$ cat src/hdl/rsi_defines.vh
// Constants for the reset state initializer: select codes, reset values,
// implemented-bit masks and interrupt vectors.
// Assumes inclusion by bare name from the design file; definitions only.
`ifndef RSI_DEFINES_VH
`define RSI_DEFINES_VH

// Register select codes on the core-side access port
`define RSI_SEL_IRQ_PRIO2   3'h0
`define RSI_SEL_PORTE_DIR   3'h1
`define RSI_SEL_PORT_A_PINS_DIR   3'h2
`define RSI_SEL_PORT_A_PINS_LAT   3'h3
`define RSI_SEL_PORT_A_PINS_PINS  3'h4
`define RSI_SEL_PORT_A_PINS_DIGEN 3'h5
`define RSI_SEL_IRQ_FLAGS   3'h6
`define RSI_SEL_STACK_PTR   3'h7

// Second interrupt priority register: reset value 11-1 1111, bit 5 absent
`define RSI_IRQ_PRIO2_RST   8'hDF
`define RSI_IRQ_PRIO2_IMPL  8'hDF

// Port E direction: reset value 0000 -111, bit 3 absent
`define RSI_PORTE_DIR_RST   8'h07
`define RSI_PORTE_DIR_IMPL  8'hF7

// Port A direction reset value
`define RSI_PORT_A_PINS_DIR_RST   8'hFF

// Port A pin bits that read as fixed zero after any reset (xx0x 0000)
`define RSI_PORT_A_PINS_ZERO_MASK 8'h2F

// Port A bits that depend on the oscillator mode
`define RSI_PORT_A_PINS_OSC_BITS  8'hC0

// Peripheral interrupt flags and digital enable reset values
`define RSI_IRQ_FLAGS_RST   8'h00
`define RSI_PORT_A_PINS_DIGEN_RST 8'h00

// Interrupt vectors, high and low priority
`define RSI_VEC_HIGH        21'h00_0008
`define RSI_VEC_LOW         21'h00_0018

// Stack pointer reset value and ceiling
`define RSI_SP_RST          5'h00
`define RSI_SP_MAX          5'h1F
`define RSI_TOS_RST         21'h00_0000

`endif

$ cat src/hdl/rsi_top.v
// Reset state initializer: loads interrupt priority, port direction, latch
// and pin-view registers per reset type, and services interrupt wake from sleep.
// Assumes the core supplies its current program counter and same-clock
// watchdog, software and stack reset pulses; master clear, brown-out and
// port A pins arrive from outside and are synchronised here.
`timescale 1ns/1ps
`include "rsi_defines.vh"

module rsi_top #(
    parameter [7:0] PORT_A_PINS_LAT_POR = 8'h00   // Power-on latch value, stands for undefined
) (
    // Clock and power-on reset
    input  wire        CLK_SYS,
    input  wire        RST,
    // Reset sources
    input  wire        BOR_PIN,
    input  wire        MASTER_CLEAR_N,
    input  wire        WATCHDOG_TIMER_RST,
    input  wire        SOFT_RST,
    input  wire        STACK_RST,
    // Wake-up events from sleep
    input  wire        WAKE_WATCHDOG,
    input  wire        WAKE_IRQ,
    input  wire        WAKE_IRQ_HIGH,
    input  wire [7:0]  WAKE_IRQ_SRC,
    input  wire        GLOBAL_IRQ_ENABLE_HIGH,
    input  wire        GLOBAL_IRQ_ENABLE_LOW,
    input  wire [20:0] CORE_PC,
    // Oscillator mode and port pins
    input  wire        OSC_FREES_PORT_A_PINS_HI,
    input  wire [7:0]  PORT_A_PIN_IN,
    // Core-side register access
    input  wire        REG_WR,
    input  wire [2:0]  REG_SEL,
    input  wire [7:0]  REG_WDATA,
    input  wire [7:0]  IRQ_FLAG_CLR,
    output reg  [7:0]  REG_RDATA,
    // Register views
    output reg  [7:0]  IRQ_PRIORITY_TWO,
    output reg  [7:0]  PORT_E_DIRECTION,
    output reg  [7:0]  PORT_A_DIRECTION,
    output reg  [7:0]  PORT_A_LATCH,
    output reg  [7:0]  PERIPH_IRQ_FLAGS,
    // Program side
    output reg         VEC_LOAD,
    output reg  [20:0] VEC_ADDR,
    output reg  [4:0]  TOP_OF_STACK_UPPER,
    output reg  [7:0]  TOP_OF_STACK_HIGH,
    output reg  [7:0]  TOP_OF_STACK_LOW,
    output reg  [4:0]  STACK_POINTER_REG
);

    // Clears bits 7 and 6 when the oscillator holds those pins
    function [7:0] rsi_osc_mask;
        input [7:0] val;
        input       freed;
        begin
            rsi_osc_mask = freed ? val : (val & ~`RSI_PORT_A_PINS_OSC_BITS);
        end
    endfunction

    // Synchroniser stages for outside inputs
    reg  [7:0]  pin_s1_q;        // First stage, read only by second
    reg  [7:0]  pin_s2_q;        // Synchronised port A pins
    reg         bor_s1_q;        // Brown-out first stage
    reg         bor_s2_q;        // Brown-out synchronised
    reg         master_clear_s1_q;       // Master clear first stage
    reg         master_clear_s2_q;       // Master clear synchronised, active low
    reg         osc_s1_q;        // Oscillator mode first stage
    reg         osc_s2_q;        // Oscillator mode synchronised

    // Held register state
    reg  [7:0]  prio2_q;         // Second interrupt priority
    reg  [7:0]  pe_dir_q;        // Port E direction
    reg  [7:0]  pa_dir_q;        // Port A direction
    reg  [7:0]  pa_lat_q;        // Port A output latch
    reg  [7:0]  pa_pins_q;       // Sampled port A pin view
    reg  [7:0]  pa_digen_q;      // Lifts forced-zero pin bits once set
    reg  [7:0]  flags_q;         // Peripheral interrupt flags
    reg  [20:0] tos_q;           // Top of stack
    reg  [4:0]  sp_q;            // Stack pointer

    // Reset classification
    wire        por_like;        // Brown-out treated as power-on
    wire        other_rst;       // Master clear, watchdog, software, stack
    wire        any_rst;         // Any synchronous reset this cycle
    wire        wake_take;       // Interrupt wake with matching enable
    wire [7:0]  pins_view;       // Pin view after zero forcing
    wire        wr_hit;          // Write accepted this cycle

    assign por_like  = bor_s2_q;
    assign other_rst = ~master_clear_s2_q | WATCHDOG_TIMER_RST | SOFT_RST | STACK_RST;
    assign any_rst   = por_like | other_rst;
    // High source needs the high enable, low source the low enable
    assign wake_take = WAKE_IRQ & ((WAKE_IRQ_HIGH & GLOBAL_IRQ_ENABLE_HIGH) |
                                   (~WAKE_IRQ_HIGH & GLOBAL_IRQ_ENABLE_LOW));
    // Writes lose to a reset in the same cycle
    assign wr_hit    = REG_WR & ~any_rst;
    // Fixed-zero bits stay zero until the digital enable lifts them
    assign pins_view = pa_pins_q & (~`RSI_PORT_A_PINS_ZERO_MASK | pa_digen_q);

    // Two-stage synchronisers; stage one feeds only stage two
    always @(posedge CLK_SYS or posedge RST)
    begin
        if (RST)
        begin
            pin_s1_q  <= 8'h00;
            pin_s2_q  <= 8'h00;
            bor_s1_q  <= 1'b0;
            bor_s2_q  <= 1'b0;
            master_clear_s1_q <= 1'b1;
            master_clear_s2_q <= 1'b1;
            osc_s1_q  <= 1'b0;
            osc_s2_q  <= 1'b0;
        end
        else
        begin
            pin_s1_q  <= PORT_A_PIN_IN;
            pin_s2_q  <= pin_s1_q;
            bor_s1_q  <= BOR_PIN;
            bor_s2_q  <= bor_s1_q;
            master_clear_s1_q <= MASTER_CLEAR_N;
            master_clear_s2_q <= master_clear_s1_q;
            osc_s1_q  <= OSC_FREES_PORT_A_PINS_HI;
            osc_s2_q  <= osc_s1_q;
        end
    end

    // Configuration registers; wake-ups leave them untouched
    always @(posedge CLK_SYS or posedge RST)
    begin
        if (RST)
        begin
            prio2_q    <= `RSI_IRQ_PRIO2_RST;
            pe_dir_q   <= `RSI_PORTE_DIR_RST;
            pa_dir_q   <= `RSI_PORT_A_PINS_DIR_RST;
            pa_lat_q   <= PORT_A_PINS_LAT_POR;
            pa_digen_q <= `RSI_PORT_A_PINS_DIGEN_RST;
        end
        else if (any_rst)
        begin
            // Same load for both reset classes except the latch
            prio2_q    <= `RSI_IRQ_PRIO2_RST;
            pe_dir_q   <= `RSI_PORTE_DIR_RST;
            pa_dir_q   <= `RSI_PORT_A_PINS_DIR_RST;
            pa_digen_q <= `RSI_PORT_A_PINS_DIGEN_RST;
            // Power-on class wins over coincident lesser resets
            if (por_like)
            begin
                pa_lat_q <= PORT_A_PINS_LAT_POR;
            end
            else
            begin
                pa_lat_q <= pa_lat_q;
            end
        end
        else if (wr_hit)
        begin
            case (REG_SEL)
                `RSI_SEL_IRQ_PRIO2:   prio2_q    <= REG_WDATA & `RSI_IRQ_PRIO2_IMPL;
                `RSI_SEL_PORTE_DIR:   pe_dir_q   <= REG_WDATA & `RSI_PORTE_DIR_IMPL;
                `RSI_SEL_PORT_A_PINS_DIR:   pa_dir_q   <= REG_WDATA;
                `RSI_SEL_PORT_A_PINS_LAT:   pa_lat_q   <= REG_WDATA;
                `RSI_SEL_PORT_A_PINS_DIGEN: pa_digen_q <= REG_WDATA & `RSI_PORT_A_PINS_ZERO_MASK;
                default:
                begin
                    // Flag and stack selects live in the other processes; the pin select takes no write
                    prio2_q <= prio2_q;
                end
            endcase
        end
    end

    // Pin sampling; held through a synchronous reset so unknown bits stay unchanged
    always @(posedge CLK_SYS or posedge RST)
    begin
        if (RST)
        begin
            pa_pins_q <= 8'h00;
        end
        else if (!any_rst)
        begin
            pa_pins_q <= pin_s2_q;
        end
    end

    // Interrupt flags; a wake source set beats a clear in the same cycle
    always @(posedge CLK_SYS or posedge RST)
    begin
        if (RST)
        begin
            flags_q <= `RSI_IRQ_FLAGS_RST;
        end
        else if (any_rst)
        begin
            flags_q <= `RSI_IRQ_FLAGS_RST;
        end
        else
        begin
            if (wr_hit && REG_SEL == `RSI_SEL_IRQ_FLAGS)
            begin
                flags_q <= REG_WDATA | (WAKE_IRQ ? WAKE_IRQ_SRC : 8'h00);
            end
            else
            begin
                flags_q <= (flags_q & ~IRQ_FLAG_CLR) |
                           (WAKE_IRQ ? WAKE_IRQ_SRC : 8'h00);
            end
        end
    end

    // Stack pointer and top of stack; wake push beats a software write
    always @(posedge CLK_SYS or posedge RST)
    begin
        if (RST)
        begin
            sp_q  <= `RSI_SP_RST;
            tos_q <= `RSI_TOS_RST;
        end
        else if (any_rst)
        begin
            sp_q  <= `RSI_SP_RST;
            tos_q <= `RSI_TOS_RST;
        end
        else if (wake_take)
        begin
            tos_q <= CORE_PC;
            // Saturate so a full stack never wraps to the reset slot
            if (sp_q != `RSI_SP_MAX)
            begin
                sp_q <= sp_q + 5'h01;
            end
        end
        else if (wr_hit && REG_SEL == `RSI_SEL_STACK_PTR)
        begin
            sp_q <= REG_WDATA[4:0];
        end
    end

    // Vector load pulse on the program side, independent of data access
    always @(posedge CLK_SYS or posedge RST)
    begin
        if (RST)
        begin
            VEC_LOAD <= 1'b0;
            VEC_ADDR <= `RSI_TOS_RST;
        end
        else
        begin
            VEC_LOAD <= wake_take & ~any_rst;
            if (wake_take && !any_rst)
            begin
                VEC_ADDR <= WAKE_IRQ_HIGH ? `RSI_VEC_HIGH : `RSI_VEC_LOW;
            end
        end
    end

    // Registered read port; this data path runs beside the vector path
    always @(posedge CLK_SYS or posedge RST)
    begin
        if (RST)
        begin
            REG_RDATA <= 8'h00;
        end
        else
        begin
            case (REG_SEL)
                `RSI_SEL_IRQ_PRIO2:   REG_RDATA <= prio2_q & `RSI_IRQ_PRIO2_IMPL;
                `RSI_SEL_PORTE_DIR:   REG_RDATA <= pe_dir_q & `RSI_PORTE_DIR_IMPL;
                `RSI_SEL_PORT_A_PINS_DIR:   REG_RDATA <= rsi_osc_mask(pa_dir_q, osc_s2_q);
                `RSI_SEL_PORT_A_PINS_LAT:   REG_RDATA <= rsi_osc_mask(pa_lat_q, osc_s2_q);
                `RSI_SEL_PORT_A_PINS_PINS:  REG_RDATA <= rsi_osc_mask(pins_view, osc_s2_q);
                `RSI_SEL_PORT_A_PINS_DIGEN: REG_RDATA <= pa_digen_q;
                `RSI_SEL_IRQ_FLAGS:   REG_RDATA <= flags_q;
                `RSI_SEL_STACK_PTR:   REG_RDATA <= {3'h0, sp_q};
                default:
                begin
                    REG_RDATA <= 8'h00;
                end
            endcase
        end
    end

    // Registered views of the held state, one cycle behind
    always @(posedge CLK_SYS or posedge RST)
    begin
        if (RST)
        begin
            IRQ_PRIORITY_TWO   <= `RSI_IRQ_PRIO2_RST;
            PORT_E_DIRECTION   <= `RSI_PORTE_DIR_RST;
            PORT_A_DIRECTION   <= 8'h00;
            PORT_A_LATCH       <= 8'h00;
            PERIPH_IRQ_FLAGS   <= `RSI_IRQ_FLAGS_RST;
            TOP_OF_STACK_UPPER <= 5'h00;
            TOP_OF_STACK_HIGH  <= 8'h00;
            TOP_OF_STACK_LOW   <= 8'h00;
            STACK_POINTER_REG  <= `RSI_SP_RST;
        end
        else
        begin
            IRQ_PRIORITY_TWO   <= prio2_q;
            PORT_E_DIRECTION   <= pe_dir_q;
            // Oscillator-held bits drive nothing when the pins are taken
            PORT_A_DIRECTION   <= rsi_osc_mask(pa_dir_q, osc_s2_q);
            PORT_A_LATCH       <= rsi_osc_mask(pa_lat_q, osc_s2_q);
            PERIPH_IRQ_FLAGS   <= flags_q;
            TOP_OF_STACK_UPPER <= tos_q[20:16];
            TOP_OF_STACK_HIGH  <= tos_q[15:8];
            TOP_OF_STACK_LOW   <= tos_q[7:0];
            STACK_POINTER_REG  <= sp_q;
        end
    end

endmodule // rsi_top

$ cat config.mk
export PLATFORM = sky130hd
export DESIGN_NAME = rsi_top
export DESIGN_NICKNAME = d
export VERILOG_FILES = /design/src/hdl/rsi_top.v
export VERILOG_INCLUDE_DIRS = /design/src /design/src/hdl
export SDC_FILE = /design/constraint.sdc
export NUM_CORES = 1
export LEC_CHECK = 0
export BUFFER_PORTS_ARGS = -buffer_cell sky130_fd_sc_hd__buf_2
export CAP_MARGIN = 20
export CORE_UTILIZATION = 53
export DETAILED_ROUTE_END_ITERATION = 8
export GPL_ROUTABILITY_DRIVEN = 0
export PLACE_DENSITY = 0.8
export SLEW_MARGIN = 0
export SYNTH_ARGS = -nofsm -noshare
export SYNTH_HDL_FRONTEND = slang
export SYNTH_SLANG_ARGS = --single-unit
$ cat constraint.sdc
create_clock -name CLK_SYS -period 6.67 [get_ports CLK_SYS]
set_input_delay 1.334 -clock CLK_SYS [delete_from_list [all_inputs] [get_ports CLK_SYS]]
set_output_delay 1.334 -clock CLK_SYS [all_outputs]
set_load 0.05 [all_outputs]
# --- Yosys cells after proc, flatten, opt, wreduce, memory -nomap -nowiden ---
# Index checks and enable logic that the tools add are counted.
classes:
  shift: 0
  mux: 30
  div: 0
  mul: 0
  n_lt_le_gt_ge: 0
  reduce_logical: 19
  n_bitwise: 18
  addsub: 1
  eq_ne: 10
ops:
  columns: ["op", "n"]
  rows:
  - ["8-bit two-way mux", 22]
  - ["8-bit one-hot mux with 8 select lines", 1]
  - ["21-bit two-way mux", 2]
  - ["5-bit two-way mux", 5]
  - ["8-bit AND", 2]
  - ["8-bit OR", 2]
  - ["2-bit nonzero test", 7]
  - ["3-bit equality test, second input constant", 4]
  - ["2-bit AND reduction", 5]
  - ["8-bit NOT", 1]
  - ["3-bit by 2-bit equality test with 1-bit output, second input constant", 2]
  - ["5-bit by 1-bit adder with 5-bit output, second input constant", 1]
  - ["1-bit AND", 5]
  - ["5-bit inequality test, second input constant", 1]
  - ["1-bit OR", 5]
  - ["3-bit by 1-bit equality test with 1-bit output, second input constant", 1]
  - ["1-bit logical AND", 3]
  - ["3-bit zero test", 1]
  - ["3-bit by 2-bit inequality test with 1-bit output, second input constant", 1]
  - ["1-bit NOT", 3]
  - ["3-bit AND reduction", 1]
  - ["3-bit nonzero test", 1]
  - ["2-bit inequality test, second input constant", 1]
  - ["1-bit zero test", 1]
totals:
  elab_cells: 107
  memories: 0
  output_inout_bits: 96
  mem_bits_ro: 0
  ramBits: 0
  reg_bits: 200
  in_bits: 70
  latch_bits: 0

# --- Depth between registers and ports, before layout ---
logic_depth:
  depth_word: 11
  ltp_mapped: 8
  mapped_depth_nobuf: 7

# --- Worst setup path before layout ---
# OpenSTA, ideal clock, no wires.
synth_path:
  kind: "input to register"
  start: "input SOFT_RST"
  end: "register VEC_ADDR[4]"
  path_slack_ns: 4.007
  arrival_time_ns: 2.534
  required_time_ns: 6.540
  stages: 6
  n_path_buf: 2
  setup_time_ns: 0.130
  cell_sequence: "or4b_4 -> or2_1 -> buf_6 -> buf_6 -> o21ai_2 -> o31ai_2"
synth_via:
  elab_chain_cells: 5
synth_lines:
  columns: ["element", "line", "text"]
  rows:
  - ["start, declared", "rsi_top.v:19", "input wire SOFT_RST,"]
  - ["1-bit OR (2 in series)", "rsi_top.v:92", "assign other_rst = ~master_clear_s2_q | WATCHDOG_TIMER_RST | SOFT_RST | STACK_RST;"]
  - ["1-bit OR", "rsi_top.v:93", "assign any_rst = por_like | other_rst;"]
  - ["1-bit zero test", "rsi_top.v:251", "if (wake_take && !any_rst)"]
  - ["1-bit logical AND", "rsi_top.v:251", null]
  - ["end signal, assigned", "rsi_top.v:246", "VEC_ADDR <= `RSI_TOS_RST;"]
  - ["end signal, assigned", "rsi_top.v:253", "VEC_ADDR <= WAKE_IRQ_HIGH ? `RSI_VEC_HIGH : `RSI_VEC_LOW;"]
  - ["end, declared", "rsi_top.v:46", "output reg [20:0] VEC_ADDR,"]
# Every way passes these cells.
# A chain may end at the register's enable or synchronous reset.

# --- Worst setup path after layout ---
layout_path:
  start: "input SOFT_RST"
  end: "register sp_q[2]"
layout_via:
  elab_chain_cells: 8
  elab_cells_between_ends: 10
  classes_between: "eq/ne (1); mux (1); bitwise (5); reduce/logical (3)"
layout_lines:
  columns: ["element", "line", "text"]
  rows:
  - ["1-bit OR * (2 in series)", "rsi_top.v:92", null]
  - ["1-bit OR *", "rsi_top.v:93", null]
  - ["1-bit NOT", "rsi_top.v:98", "assign wr_hit = REG_WR & ~any_rst;"]
  - ["1-bit AND", "rsi_top.v:98", null]
  - ["1-bit logical AND (no source line)", null, null]
  - ["3-bit nonzero test (no source line)", null, null]
  - ["2-bit AND reduction (no source line)", null, null]
  - ["end signal, assigned", "rsi_top.v:217", "sp_q <= `RSI_SP_RST;"]
  - ["end signal, assigned", "rsi_top.v:222", "sp_q <= `RSI_SP_RST;"]
  - ["end signal, assigned", "rsi_top.v:231", "sp_q <= sp_q + 5'h01;"]
  - ["end, declared", "rsi_top.v:81", "reg [4:0] sp_q;"]
# Mark *: on every way between the ends. The rest lies on a longest branch, timed or not.

==> flow_summary.json <==
{
  "rows": 40,
  "post_cts_buffers": 0,
  "routed-via-count": 4788,
  "nets": 785,
  "finish.utilization": 0.662,
  "wire_per_inst_um": 17.0,
  "nFillCells": 869,
  "clock_path_buffers": 2,
  "via_per_inst": 5.36,
  "status": "finished clean",
  "endpoint_kind": "flip-flop",
  "finalHoldWorstSlack_ns": 0.348,
  "clock_sinks": 174,
  "grt_pass1_vias": 4710,
  "start_kind": "primary input",
  "power.density_nw_per_um2": 283,
  "insertedDiodeCount": 0,
  "cts_tree": "yes",
  "clk_pin_slew_ns": 0.06,
  "seq_area_sq_um": 4390,
  "grt_overflow": 0,
  "hold_end": "bor_s2_q",
  "fmax_ghz": 0.324,
  "ys_warn_count": 0,
  "ctsRootBufferMaster": "clkbuf_16",
  "grt_usage": 0.246,
  "worst_slew_pin_slew_ns": 1.04,
  "antenna_found_initial": 0,
  "dpl_cell_area_sq_um": 7320,
  "hp-class": "reg -> reg",
  "die_h_um": 114,
  "p_switching_uw": 564,
  "crit_type": "in -> reg",
  "combPwrFrac": 0.083,
  "cts.hold.buffers_added": 0,
  "finalSetupViolCount": 0,
  "die_area_sq_um": 12900,
  "peakVddDrop_v": 0.000134,
  "initial_core_util": 0.548,
  "synth_area_sq_um": 6600,
  "syn_inst": 578,
  "hold_viol_final": 0,
  "p_seq_frac": 0.487,
  "wl_um": 15200,
  "syn_avg_cell_area_sq_um": 11.4,
  "hold_path_depth": 0,
  "timing.rr.start": "master_clear_s2_q",
  "io_pins": 166,
  "swShare": 0.250,
  "r2r_cells": 5,
  "ys_ff_latch": 174,
  "htreeDepth": 4,
  "die_x_um": 114,
  "finClkSkew_ns": 0.00803,
  "dp_hpwl_um": 9900,
  "stdcell_area_sq_um": 7980,
  "core-area_sq_um": 12100,
  "maxSlewHeadroom": 0.307,
  "drive_gt1_frac": 0.313,
  "required_ns": 6.95,
  "maxSlewViolCount": 0,
  "power.internal_mw": 1.69,
  "max_cap_violations": 0,
  "firstDrtPassIters": 6,
  "remaining_drc_errors": 0,
  "clock_latency_ns": 0.42,
  "numCtsBuffers": 17,
  "portBuffers": 143,
  "multi_input_area_sq_um": 1950,
  "timing.rr.end": "sp_q[2]",
  "period_share": 0.462,
  "regToRegSetupSlack_ns": 4.16,
  "drtIter0Drc": 453,
  "min_from": "bor_s1_q",
  "grt_start_max_net_pins": 129,
  "antenna_left": 0,
  "rsz0062_at_grt": "no",
  "synth_cell_types": 49,
  "syn_to_final_growth_pct": 20.8,
  "clkPwrFrac": 0.430,
  "post_cts_resized": 0,
  "tns_ns": 0,
  "path_max_fanout": 23,
  "yosysSeqAreaShare": 0.665,
  "power.leakage_nw": 3.91,
  "grt_first_pass_wirelength_um": 23900,
  "finalCriticalPeriod_ns": 3.08,
  "arrival_ns": 3.36
}
[power groups by stage]
stage               clock network (mW)  logic, mW  registers (mW)
floorplan                            0      0.110            1.14
global placement                     0      0.177            1.11
detailed placement                   0      0.181            1.12
CTS                              0.980      0.183            1.10
global route                      1.03      0.203            1.10
finish                           0.971      0.188            1.10
[synth_stat cells (all sizes together)]
cell type / n / area (sq um)
nand4b: 1 / 8.76
inv: 9 / 33.8
buf: 39 / 259
clkbuf: 14 / 52.6
dfstp: 30 / 788
or2: 2 / 12.5
or4b: 1 / 13.8
o31a: 1 / 8.76
or3: 1 / 6.26
mux2: 5 / 56.3
and3: 3 / 23.8
mux2i: 12 / 120
and2: 7 / 43.8
nand3b: 14 / 105
nor3: 3 / 15.0
nor4: 1 / 6.26
nor2: 17 / 63.8
nand3: 18 / 90.1
a221oi: 2 / 17.5
a32oi: 3 / 26.3
o32ai: 5 / 43.8
o211a: 1 / 10.0
a22oi: 3 / 22.5
o211ai: 3 / 22.5
o21ai: 18 / 93.8
and4: 2 / 17.5
a32o: 2 / 20.0
o31ai: 3 / 55.1
a31oi: 11 / 68.8
a21oi: 36 / 180
conb: 1 / 3.75
nand4: 2 / 12.5
ha: 2 / 25.0
o2bb2ai: 3 / 26.3
nand2b: 2 / 12.5
nor2b: 5 / 31.3
mux4: 1 / 22.5
nor4b: 1 / 8.76
nor3b: 1 / 7.51
nand2: 148 / 556
dfrtp: 144 / 3600
a41oi: 1 / 8.76
[metal layers]
metal / up-vias / track usage / part of all wire
li1: 2175 / - / -
met1: 2328 / 0.311 / 0.40
met2: 251 / 0.405 / 0.50
met3: 34 / 0.0622 / 0.075
met4: 0 / 0.107 / 0.023
met5: - / 0 / 0
[state kept, by name (all words and copies together), names as in the netlist, 7 cells and up]
signal / cells
tos_q: 21
PERIPH_IRQ_FLAGS: 8
PORT_A_DIRECTION: 8
PORT_A_LATCH: 8
REG_RDATA: 8
TOP_OF_STACK_HIGH: 8
TOP_OF_STACK_LOW: 8
flags_q: 8
pa_dir_q: 8
pa_lat_q: 8
pa_pins_q: 8
pin_s1_q: 8
pin_s2_q: 8
IRQ_PRIORITY_TWO: 7
PORT_E_DIRECTION: 7
pe_dir_q: 7
prio2_q: 7
[worst max-delay path, cell delays in order]
cell and delay, ns:
buf_2 0.11, or4b_4 0.56, nor2_2 0.56, buf_4 0.39
and3_4 0.30, o32ai_1 0.10
[how the worst max path moves through the flow]
stage / start / to / slack (ns) / cells after the start
after global routing: SOFT_RST / sp_q[3] / 3.42 / 6
after CTS: SOFT_RST / sp_q[2] / 3.61 / 6
after global placement: SOFT_RST / sp_q[3] / 3.18 / 6
after floorplan: RST / PERIPH_IRQ_FLAGS[0] / 0.67 / 1
final: SOFT_RST / sp_q[2] / 3.59 / 6
after detailed placement: SOFT_RST / sp_q[2] / 3.18 / 6
[cell families (layout without fill, tap and decap cells)]
family,after synthesis,count (layout),synth area share
fa+ha+maj,2,2,0.00379
mux,18,18,0.0301
simple gates,229,229,0.157
buf+inv,62,190,0.0523
other cells,1,21,0.000568
compound gates,92,92,0.0915
flops,174,174,0.665
[per-stage QoR]
stage | setup slack, ns | instances | power (mW)
final | 3.59 | 894 | 2.26
after global routing | 3.42 | 894 | 2.33
after CTS | 3.61 | 890 | 2.26
after detailed placement | 3.18 | 858 | 1.30
after global placement | 3.18 | 858 | 1.29
after floorplan | 0.669 | 598 | 1.25
[cells in the final DEF (no fill, tap or decap), types with 3 or more instances in the layout]
| master | instances |
|---|---|
| nor2b_1 | 5 |
| a31oi_1 | 11 |
| nor2_1 | 15 |
| inv_1 | 8 |
| conb_1 | 21 |
| clkinv_2 | 4 |
| nand2_1 | 148 |
| nand3_1 | 18 |
| a32oi_1 | 3 |
| dfrtp_1 | 144 |
| dfstp_2 | 30 |
| mux2i_1 | 12 |
| clkinvlp_4 | 3 |
| a21oi_1 | 36 |
| buf_2 | 143 |
| a22oi_1 | 3 |
| mux2_2 | 5 |
| nor3_1 | 3 |
| nand3b_1 | 14 |
| o2bb2ai_1 | 3 |
| o32ai_1 | 5 |
| buf_4 | 3 |
| and2_1 | 7 |
| o211ai_1 | 3 |
| clkbuf_16 | 17 |
| o21ai_0 | 17 |
[area by class of cell]
class | instances | area share
inverter | 9 | 0.00486
tap | 168 | 0.0263
timing repair buffer | 149 | 0.101
multi-input combinational | 362 | 0.244
sequential | 174 | 0.550
clock inverter | 13 | 0.0176
clock buffer | 19 | 0.0555
(Power assumes the default switching activity.)
